--- src/include/trps_pkg.sv ---
package trps_pkg;

  // Clock and timebase
  localparam int TRPS_CLK_MHZ = 200;
  localparam int TRPS_TICK_US = 100;
  localparam int TRPS_TICK_CYCLES = TRPS_TICK_US * TRPS_CLK_MHZ;
  localparam int TRPS_TICKS_PER_MS = 1000 / TRPS_TICK_US;

  // Delay arithmetic
  localparam int TRPS_TW = 11;
  localparam int TRPS_STEP_MS = 2;
  localparam int TRPS_STEP_TICKS = TRPS_STEP_MS * TRPS_TICKS_PER_MS;
  localparam int TRPS_EXTRA_US = 400;
  localparam int TRPS_EXTRA_TICKS = TRPS_EXTRA_US / TRPS_TICK_US;
  localparam int TRPS_SETTLE_MS = 120;
  localparam int TRPS_SETTLE_TICKS = TRPS_SETTLE_MS * TRPS_TICKS_PER_MS;

  // Register offsets
  localparam logic [3:0] TRPS_REG_CTRL = 4'h0;
  localparam logic [3:0] TRPS_REG_UPDLY = 4'h4;
  localparam logic [3:0] TRPS_REG_DNDLY = 4'h8;
  localparam logic [3:0] TRPS_REG_STAT = 4'hC;

  // Field layout
  localparam int TRPS_COL_LSB = 0;
  localparam int TRPS_COL_W = 2;
  localparam int TRPS_ORD_LSB = 2;
  localparam int TRPS_ORD_W = 3;
  localparam int TRPS_DLY_W = 4;
  localparam int TRPS_DSET_W = 12;
  localparam int TRPS_ST_STATE_LSB = 0;
  localparam int TRPS_ST_CTL_BIT = 4;
  localparam int TRPS_ST_REL_LSB = 5;
  localparam int TRPS_ST_PIN_LSB = 8;
  localparam int TRPS_ST_EN_BIT = 11;

  // Reset values: 15 steps of 2 ms, reverse power-down order
  localparam logic [1:0] TRPS_COL_RST = 2'h0;
  localparam logic [2:0] TRPS_ORD_RST = 3'h0;
  localparam logic [11:0] TRPS_DSET_RST = 12'hFFF;
  localparam logic [2:0] TRPS_ORD_LAST = 3'h5;

  // Power-down rail index per step, step 0 in the low two bits
  localparam logic [5:0] TRPS_DOWN_SEQ [0:5] = '{6'h06, 6'h12, 6'h09, 6'h21, 6'h18, 6'h24};

  typedef enum logic [3:0] {
    S_IDLE, S_UP1, S_UP2, S_UP3, S_ON, S_SETTLE, S_DOWN1, S_DOWN2, S_DOWN3
  } trps_state_type;

endpackage

--- src/rtl/trps_delay_timer.sv ---
`timescale 1ns/100ps
module trps_delay_timer
  import trps_pkg::*;
(
  // Clock and reset
  input wire logic mclk,
  input wire logic nrst,
  // Control
  input wire logic tick,
  input wire logic load,
  input wire logic clear,
  input wire logic [TRPS_TW-1:0] loadCount,
  // Status
  output logic done
);

  typedef struct packed {
    logic running;
    logic [TRPS_TW-1:0] count;
  } trps_tmr_type;

  trps_tmr_type st;
  trps_tmr_type next_st;

  // Load wins over clear and countdown
  always_comb
  begin
    next_st = st;
    if (load)
    begin
      next_st.running = 1'b1;
      next_st.count = loadCount;
    end
    else if (clear || (st.running && st.count == '0))
      next_st.running = 1'b0;
    else if (st.running && tick)
      next_st.count = st.count - 1'b1;
  end

  always_ff @(posedge mclk or negedge nrst)
  begin
    if (!nrst)
      st <= '0;
    else
      st <= next_st;
  end

  // Expiry at terminal count
  assign done = st.running && (st.count == '0);
endmodule

--- src/rtl/trps_sequencer.sv ---
// Design decisions made here: the strobed register port and the address map.
`timescale 1ns/100ps
// Operation
// - three open-drain rail release outputs
// - all outputs low until enable asserted
// - first delay expires, then release output one
// - each release starts the next delay
// - six independent up and down delays
// - enable drop runs delayed power-down sequence
// - early enable drop resets, keeps outputs low
// - drop after timer one enters controlled shutdown
// - restart running timer, finish power-up first
// - wait 120 ms before controlled power-down
// - first up and down delays add 400 us
// - all delays share one master tick
// - delay is 0..15 times selected step
// - one step column for all delays
// - power-up order fixed one, two, three
// - six selectable power-down orders
// - default order up 1-2-3, down 3-2-1
module trps_sequencer
  import trps_pkg::*;
#(
  parameter int TICK_CYCLES = TRPS_TICK_CYCLES
)
(
  // Clock and reset
  input wire logic mclk,
  input wire logic nrst,
  // Enable pin
  input wire logic enPin,
  // Rail release pins, open drain
  input wire logic railRelease1In,
  output logic railRelease1Out,
  output logic railRelease1Oe,
  input wire logic railRelease2In,
  output logic railRelease2Out,
  output logic railRelease2Oe,
  input wire logic railRelease3In,
  output logic railRelease3Out,
  output logic railRelease3Oe,
  // Register port
  input wire logic [3:0] regAddr,
  input wire logic [31:0] regWdata,
  input wire logic regWrite,
  input wire logic regRead,
  output logic [31:0] regRdata
);

  typedef struct packed {
    logic enMeta;
    logic enSync;
    logic enPrev;
    logic [2:0] pinMeta;
    logic [2:0] pinSync;
    trps_state_type state;
    logic ctlShut;
    logic [2:0] pullLow;
    logic [15:0] tickCnt;
    logic [TRPS_COL_W-1:0] column;
    logic [TRPS_ORD_W-1:0] downOrder;
    logic [TRPS_DSET_W-1:0] upDelay;
    logic [TRPS_DSET_W-1:0] downDelay;
    logic [31:0] rdata;
  } trps_seq_type;

  trps_seq_type st;
  trps_seq_type next_st;
  logic tick;
  logic timerLoad;
  logic timerClear;
  logic [TRPS_TW-1:0] timerCount;
  logic timerDone;
  logic enFall;
  logic [31:0] statusWord;

  // Ticks for one delay field of the selected column
  function automatic logic [TRPS_TW-1:0] dlyTicks(
    input logic [TRPS_DSET_W-1:0] dset,
    input logic [1:0] idx,
    input logic [TRPS_COL_W-1:0] col,
    input logic extra
  );
    logic [TRPS_TW-1:0] stepTicks;
    logic [TRPS_TW-1:0] val;
    stepTicks = TRPS_TW'((TRPS_TW'(col) + 1'b1) * TRPS_TW'(TRPS_STEP_TICKS));
    val = TRPS_TW'(dset[idx*TRPS_DLY_W +: TRPS_DLY_W]);
    dlyTicks = TRPS_TW'(val * stepTicks);
    if (extra)
      dlyTicks = TRPS_TW'(dlyTicks + TRPS_TW'(TRPS_EXTRA_TICKS));
  endfunction

  // Rail index pulled low at a power-down step
  function automatic logic [1:0] downRail(
    input logic [TRPS_ORD_W-1:0] order,
    input logic [1:0] step
  );
    logic [5:0] seq;
    if (order > TRPS_ORD_LAST)
      seq = TRPS_DOWN_SEQ[0];
    else
      seq = TRPS_DOWN_SEQ[order];
    downRail = seq[step*2 +: 2];
  endfunction

  // Master tick divider shared by all delays
  assign tick = (st.tickCnt == 16'(TICK_CYCLES - 1));

  assign enFall = st.enPrev && !st.enSync;

  // Status word
  always_comb
  begin
    statusWord = '0;
    statusWord[TRPS_ST_STATE_LSB +: 4] = st.state;
    statusWord[TRPS_ST_CTL_BIT] = st.ctlShut;
    statusWord[TRPS_ST_REL_LSB +: 3] = ~st.pullLow;
    statusWord[TRPS_ST_PIN_LSB +: 3] = st.pinSync;
    statusWord[TRPS_ST_EN_BIT] = st.enSync;
  end

  // Next-state logic
  always_comb
  begin
    next_st = st;
    timerLoad = 1'b0;
    timerClear = 1'b0;
    timerCount = '0;
    next_st.enMeta = enPin;
    next_st.enSync = st.enMeta;
    next_st.enPrev = st.enSync;
    next_st.pinMeta = {railRelease3In, railRelease2In, railRelease1In};
    next_st.pinSync = st.pinMeta;
    next_st.tickCnt = tick ? '0 : st.tickCnt + 1'b1;

    // Register writes
    if (regWrite)
    begin
      unique case (regAddr)
        TRPS_REG_CTRL:
        begin
          next_st.column = regWdata[TRPS_COL_LSB +: TRPS_COL_W];
          next_st.downOrder = regWdata[TRPS_ORD_LSB +: TRPS_ORD_W];
        end
        TRPS_REG_UPDLY: next_st.upDelay = regWdata[TRPS_DSET_W-1:0];
        TRPS_REG_DNDLY: next_st.downDelay = regWdata[TRPS_DSET_W-1:0];
        default: ;
      endcase
    end

    // Register reads, data valid the next cycle only
    next_st.rdata = '0;
    if (regRead)
    begin
      unique case (regAddr)
        TRPS_REG_CTRL:
        begin
          next_st.rdata[TRPS_COL_LSB +: TRPS_COL_W] = st.column;
          next_st.rdata[TRPS_ORD_LSB +: TRPS_ORD_W] = st.downOrder;
        end
        TRPS_REG_UPDLY: next_st.rdata[TRPS_DSET_W-1:0] = st.upDelay;
        TRPS_REG_DNDLY: next_st.rdata[TRPS_DSET_W-1:0] = st.downDelay;
        TRPS_REG_STAT: next_st.rdata = statusWord;
        default: ;
      endcase
    end

    // Sequencer
    unique case (st.state)
      S_IDLE:
      begin
        next_st.pullLow = 3'h7;
        next_st.ctlShut = 1'b0;
        timerClear = 1'b1;
        if (st.enSync)
        begin
          timerLoad = 1'b1;
          timerCount = dlyTicks(st.upDelay, 2'h0, st.column, 1'b1);
          next_st.state = S_UP1;
        end
      end
      S_UP1:
      begin
        if (!st.enSync)
        begin
          timerClear = 1'b1;
          next_st.state = S_IDLE;
        end
        else if (timerDone)
        begin
          next_st.pullLow[0] = 1'b0;
          timerLoad = 1'b1;
          timerCount = dlyTicks(st.upDelay, 2'h1, st.column, 1'b0);
          next_st.state = S_UP2;
        end
      end
      S_UP2:
      begin
        if (enFall)
          next_st.ctlShut = 1'b1;
        if (timerDone)
        begin
          next_st.pullLow[1] = 1'b0;
          timerLoad = 1'b1;
          timerCount = dlyTicks(st.upDelay, 2'h2, st.column, 1'b0);
          next_st.state = S_UP3;
        end
        else if (enFall)
        begin
          timerLoad = 1'b1;
          timerCount = dlyTicks(st.upDelay, 2'h1, st.column, 1'b0);
        end
      end
      S_UP3:
      begin
        if (enFall)
          next_st.ctlShut = 1'b1;
        if (timerDone)
        begin
          next_st.pullLow[2] = 1'b0;
          if (st.ctlShut || enFall)
          begin
            timerLoad = 1'b1;
            timerCount = TRPS_TW'(TRPS_SETTLE_TICKS);
            next_st.state = S_SETTLE;
          end
          else
            next_st.state = S_ON;
        end
        else if (enFall)
        begin
          timerLoad = 1'b1;
          timerCount = dlyTicks(st.upDelay, 2'h2, st.column, 1'b0);
        end
      end
      S_ON:
      begin
        if (!st.enSync)
        begin
          timerLoad = 1'b1;
          timerCount = dlyTicks(st.downDelay, 2'h0, st.column, 1'b1);
          next_st.state = S_DOWN1;
        end
      end
      S_SETTLE:
      begin
        if (timerDone)
        begin
          timerLoad = 1'b1;
          timerCount = dlyTicks(st.downDelay, 2'h0, st.column, 1'b1);
          next_st.state = S_DOWN1;
        end
      end
      S_DOWN1:
      begin
        if (timerDone)
        begin
          next_st.pullLow[downRail(st.downOrder, 2'h0)] = 1'b1;
          timerLoad = 1'b1;
          timerCount = dlyTicks(st.downDelay, 2'h1, st.column, 1'b0);
          next_st.state = S_DOWN2;
        end
      end
      S_DOWN2:
      begin
        if (timerDone)
        begin
          next_st.pullLow[downRail(st.downOrder, 2'h1)] = 1'b1;
          timerLoad = 1'b1;
          timerCount = dlyTicks(st.downDelay, 2'h2, st.column, 1'b0);
          next_st.state = S_DOWN3;
        end
      end
      S_DOWN3:
      begin
        if (timerDone)
        begin
          next_st.pullLow[downRail(st.downOrder, 2'h2)] = 1'b1;
          next_st.ctlShut = 1'b0;
          next_st.state = S_IDLE;
        end
      end
      default: next_st.state = S_IDLE;
    endcase
  end

  // State register
  always_ff @(posedge mclk or negedge nrst)
  begin
    if (!nrst)
    begin
      st <= '0;
      st.state <= S_IDLE;
      st.pullLow <= 3'h7;
      st.column <= TRPS_COL_RST;
      st.downOrder <= TRPS_ORD_RST;
      st.upDelay <= TRPS_DSET_RST;
      st.downDelay <= TRPS_DSET_RST;
    end
    else
      st <= next_st;
  end

  // Single shared delay counter
  trps_delay_timer u_timer (
    .mclk(mclk),
    .nrst(nrst),
    .tick(tick),
    .load(timerLoad),
    .clear(timerClear),
    .loadCount(timerCount),
    .done(timerDone)
  );

  // Open-drain pins drive low only while held
  assign railRelease1Out = 1'b0;
  assign railRelease2Out = 1'b0;
  assign railRelease3Out = 1'b0;
  assign railRelease1Oe = st.pullLow[0];
  assign railRelease2Oe = st.pullLow[1];
  assign railRelease3Oe = st.pullLow[2];
  assign regRdata = st.rdata;
endmodule

--- config.mk ---
export PLATFORM = sky130hd
export DESIGN_NAME = trps_sequencer
export DESIGN_NICKNAME = d
export VERILOG_FILES = /design/src/include/trps_pkg.sv /design/src/rtl/trps_delay_timer.sv /design/src/rtl/trps_sequencer.sv
export SDC_FILE = /design/constraint.sdc
export NUM_CORES = 1
export LEC_CHECK = 0
export ABC_AREA = 1
export BUFFER_PORTS_ARGS = -buffer_cell sky130_fd_sc_hd__buf_2
export CAP_MARGIN = 5
export CORE_MARGIN = 2
export CORE_UTILIZATION = 24
export CTS_CLUSTER_SIZE = 28
export DETAILED_ROUTE_END_ITERATION = 12
export HOLD_SLACK_MARGIN = 0.02
export PLACE_DENSITY = 0.43
export SYNTH_ARGS = -nofsm -noshare
export SYNTH_HDL_FRONTEND = slang
export SYNTH_SLANG_ARGS = --single-unit
--- constraint.sdc ---
create_clock -name mclk -period 10.45 [get_ports mclk]
set_clock_uncertainty 0.15 [all_clocks]
set_input_delay 2.09 -clock mclk [delete_from_list [all_inputs] [get_ports mclk]]
set_output_delay 2.09 -clock mclk [all_outputs]
set_load 0.01 [all_outputs]
==> impl_results.html <==
<table>
<tr><th>Metric</th><th>Value</th></tr>
<tr><th colspan="2">Clock tree</th></tr>
<tr><td>CTS resizes</td><td>0</td></tr>
<tr><td>Buffers inserted during post-CTS setup optimization</td><td>0</td></tr>
<tr><td>Number of clock sinks</td><td>86</td></tr>
<tr><td>H-tree level count</td><td>3</td></tr>
<tr><td>Number of buffers on the longest clock path</td><td>2</td></tr>
<tr><td>Clk Tree Root Cell</td><td>clkbuf_16</td></tr>
<tr><td>TritonCTS clock tree</td><td>yes</td></tr>
<tr><td>Clock insertion delay at the later pin of the skew report</td><td>0.36 ns</td></tr>
<tr><td>Post-cts hold buffer count</td><td>0</td></tr>
<tr><td>Clock buffer count from CTS</td><td>9</td></tr>
<tr><td>Worst-path clk slew</td><td>0.07 ns</td></tr>
<tr><th colspan="2">Routing</th></tr>
<tr><td>DR iter-0 viols</td><td>543</td></tr>
<tr><td>DRC violation count after routing</td><td>0</td></tr>
<tr><td>Final antenna-violating net count</td><td>0</td></tr>
<tr><td>Total length of routed wires</td><td>28.21 mm</td></tr>
<tr><td>DRT Pass-1 Iters</td><td>5</td></tr>
<tr><td>Via count</td><td>8211</td></tr>
<tr><td>Drt via density</td><td>4.354</td></tr>
<tr><td>Routed wirelength normalized by instance count</td><td>14.96 um</td></tr>
<tr><th colspan="2">Final layout</th></tr>
<tr><td>Most frequent cells in the layout</td><td>nand2_1 (330), inv_1 (248), nor2_1 (144)</td></tr>
<tr><td>Area growth from synthesis to final layout</td><td>9.817%</td></tr>
<tr><td>Fraction of layout cells with a size suffix above 1</td><td>0.09137</td></tr>
<tr><td>Post-route standard cell area excluding fillers</td><td>10290 um2</td></tr>
<tr><td>Area taken by multi-input logic gates</td><td>5928 um2</td></tr>
<tr><td>Fin nets</td><td>~1500</td></tr>
<tr><td>Leading cell type in the layout, fill and taps excluded</td><td>nand2_1</td></tr>
<tr><td>Number of fill cells</td><td>4436</td></tr>
<tr><td>Final antenna diode count</td><td>0</td></tr>
<tr><td>Register area</td><td>2186 um2</td></tr>
<tr><th colspan="2">Power and ir drop</th></tr>
<tr><td>Part of the power in combinational logic</td><td>0.562</td></tr>
<tr><td>PwrDens</td><td>around 190 nW/um2</td></tr>
<tr><td>Internal Dissipation</td><td>1.001 mW</td></tr>
<tr><td>Sequential share of power</td><td>0.250</td></tr>
<tr><td>Relative contribution of the clock network to total power</td><td>0.188</td></tr>
<tr><td>Switching share of power</td><td>0.4923</td></tr>
<tr><td>Leak Pwr</td><td>5.564 nW</td></tr>
<tr><td>Sw Pwr</td><td>970.6 uW</td></tr>
<tr><td>Largest voltage drop on the vdd net</td><td>approximately 91 uV</td></tr>
<tr><th colspan="2">Logic synthesis</th></tr>
<tr><td>Synth cell types</td><td>between 50 and 60</td></tr>
<tr><td>Synthesized area per cell</td><td>6.965 um2</td></tr>
<tr><td>Primary FF master, synth</td><td>dfrtp_1</td></tr>
<tr><td>Synth area leader</td><td>dfrtp_1</td></tr>
<tr><td>Number of synthesis warnings</td><td>0</td></tr>
<tr><td>Share of flip-flops with an asynchronous set or reset after synthesis</td><td>1.000</td></tr>
<tr><td>Portion of the post-synthesis area used by sequential elements</td><td>0.2333</td></tr>
<tr><td>Post-synth top area share</td><td>0.1576</td></tr>
<tr><td>Cells after Synth</td><td>1345</td></tr>
<tr><td>Post-synthesis register bit count</td><td>86</td></tr>
<tr><td>Post-synth design cell area</td><td>9368 um2</td></tr>
<tr><td>Ranking of synthesized cells by area</td><td>dfrtp_1 (16%), nand2_1 (13%), ha_1 (10%), fa_1 (10%), inv_1 (9.9%)</td></tr>
<tr><td>EDFF count, synth</td><td>0</td></tr>
<tr><th colspan="2">Placement</th></tr>
<tr><td>Routability-driven placement congestion ratio</td><td>between 0.8 and 0.9</td></tr>
<tr><td>HPWL Detailed</td><td>23.00 mm</td></tr>
<tr><td>Port Buf Inserts</td><td>38</td></tr>
<tr><td>Total cell area at the placement stage</td><td>9957 um2</td></tr>
<tr><th colspan="2">Worst hold path</th></tr>
<tr><td>Type of the tightest min-delay check</td><td>flip-flop to flip-flop</td></tr>
<tr><th colspan="2">STA</th></tr>
<tr><td>Unrepaired setup endpoints after global routing</td><td>false</td></tr>
<tr><td>Hold slack</td><td>0.1927 ns</td></tr>
<tr><td>Final Hold Viols</td><td>0</td></tr>
<tr><td>Setup-failing EPs final</td><td>0</td></tr>
<tr><td>Shortest clock period the worst path allows after layout</td><td>5.263 ns</td></tr>
<tr><td>Max-slew violation total from the final report</td><td>0</td></tr>
<tr><td>Period utilisation layout</td><td>0.5037</td></tr>
<tr><td>Highest clock rate</td><td>190.0 MHz</td></tr>
<tr><td>Normalized max-slew margin</td><td>0.2385</td></tr>
<tr><td>Slew at the pin closest to its max-slew limit</td><td>around 1.1 ns</td></tr>
<tr><td>Setup TNS</td><td>0 ns</td></tr>
<tr><th colspan="2">Die</th></tr>
<tr><td>Die Y-Extent</td><td>between 200 and 250 um</td></tr>
<tr><td>Width of the die</td><td>201.6 um</td></tr>
<tr><td>Number of top-level pins</td><td>82</td></tr>
<tr><td>Starting utilization of the core area</td><td>0.2430</td></tr>
<tr><td>Core footprint</td><td>38560 um2</td></tr>
<tr><td>Die area</td><td>40630 um2</td></tr>
<tr><td>Site Rows</td><td>a little over 70</td></tr>
<tr><th colspan="2">Flow run</th></tr>
<tr><td>Max_cap viols</td><td>0</td></tr>
<tr><th colspan="2">Global route</th></tr>
<tr><td>Aggregate global routing overflow</td><td>0</td></tr>
<tr><td>Pin count of the biggest net entering global routing</td><td>58</td></tr>
<tr><td>Global routing usage summed across all routing layers</td><td>0.1453</td></tr>
<tr><td>Via count of the first global-routing pass</td><td>8292</td></tr>
<tr><td>Number of antenna violations at the first check in global routing</td><td>0</td></tr>
<tr><td>Global-route wire length before repair</td><td>45.75 mm</td></tr>
<tr><th colspan="2">Outcome</th></tr>
<tr><td>Result of the run</td><td>finished clean</td></tr>
<tr><th colspan="2">Setup path</th></tr>
<tr><td>Element type at the critical path end</td><td>flip-flop</td></tr>
<tr><td>CP Launch Type</td><td>flip-flop</td></tr>
<tr><td>Endpoint required time on the critical path</td><td>10.56 ns</td></tr>
<tr><td>Critical path type</td><td>flip-flop to flip-flop</td></tr>
<tr><td>Data arrival time of the critical path</td><td>between 5 and 6 ns</td></tr>
<tr><td>Largest fanout on the critical path</td><td>25</td></tr>
</table>
==> stage by stage <==
step	utilization	total power, mW	cells	setup WS, ns
after global routing	0.2668	2.182	1886	4.811
final	0.2668	1.972	1886	5.187
after floorplan	-	1.304	1367	6.258
after detailed placement	0.2582	1.612	1870	5.261
after global placement	0.2582	1.610	1870	5.293
after CTS	0.2668	1.997	1886	5.218
==> flip-flops by register name, indices dropped and copies added, names as in the netlist <==
name / count
st: 54
u_timer.st: 12
railRelease2Oe: 1
regRdata: 12
railRelease1Oe: 1
railRelease3Oe: 1
next_st: 5
==> cell usage after synthesis, types with 7 or more instances <==
cell      instances
nand2_1         330
inv_1           248
nor2_1          144
o21ai_0          79
ha_1             78
nand3_1          68
dfrtp_1          59
fa_1             48
buf_4            37
a21oi_1          34
dfstp_2          27
nand4_1          19
nor3_1           19
xor2_1           19
xnor2_1          15
clkbuf_1         13
nand3b_1         12
inv_2             8
nor2_2            7
o22ai_1           7
==> worst max-delay path, stage by stage (launching register included) <==
cell	delay, ns
dfrtp_1	0.49
ha_1	1.11
inv_1	0.44
nand2_1	0.18
inv_1	0.11
fa_1	0.54
inv_1	0.05
fa_1	0.53
inv_1	0.04
ha_1	0.38
nand2_1	0.10
inv_1	0.05
o21ai_0	0.22
nand4_1	0.12
nand2_1	0.18
o21ai_0	0.12
nor2_1	0.13
nand3_1	0.10
nand2_1	0.08
nand2_1	0.04
==> final timing paths <==
check,from,to,slack [ns],cells after the start
worst max-delay path,st[59]$_DFFE_PN0P_,u_timer.st[9]$_DFFE_PN0P_,5.19,19
worst min register to register,next_st[92]$_DFF_PN0_,next_st[91]$_DFF_PN0_,0.19,0
min in group asynchronous,nrst,u_timer.st[9]$_DFFE_PN0P_,1.51,1
max in group asynchronous,nrst,regRdata[8]$_DFF_PN0_,7.51,2
worst max register to register,st[59]$_DFFE_PN0P_,u_timer.st[9]$_DFFE_PN0P_,5.19,19
worst min-delay path,next_st[92]$_DFF_PN0_,next_st[91]$_DFF_PN0_,0.19,0
==> power groups by stage <==
stage	Clock, mW	Sequential [mW]	Combinational (mW)
finish	0.370	0.493	1.11
CTS	0.382	0.494	1.12
global route	0.396	0.503	1.28
floorplan	0	0.458	0.846
global placement	0	0.499	1.11
detailed placement	0	0.500	1.11
==> metal layers <==
| metal | wire length, um | global-route usage | vias to the layer above |
|---|---|---|---|
| li1 | - | - | 4209 |
| met1 | 13570 | 0.1963 | 3823 |
| met2 | 12780 | 0.2357 | 153 |
| met3 | 1057 | 0.02073 | 26 |
| met4 | 809 | 0.05331 | 0 |
| met5 | 0 | 0 | - |
==> logic make-up (layout without fill, tap and decap cells) <==
kind of cell | Yosys count | count (layout) | share of synthesized area
compound gates | 154 | 154 | 0.09403
xor+xnor | 34 | 34 | 0.03179
fa+ha+maj | 126 | 126 | 0.2068
simple gates | 629 | 629 | 0.2910
flops | 86 | 86 | 0.2333
buf+inv | 315 | 316 | 0.1426
other cells | 1 | 23 | 0.0004003
==> layout make-up <==
class / instances / area share
clock buffers: 9 / 0.02189
clock inverters: 7 / 0.01022
inverters: 257 / 0.09377
multi-input cells: 966 / 0.5763
flip-flops and latches: 86 / 0.2125
well taps: 518 / 0.06300
repair buffers: 43 / 0.02238
(Power assumes the default switching activity.)
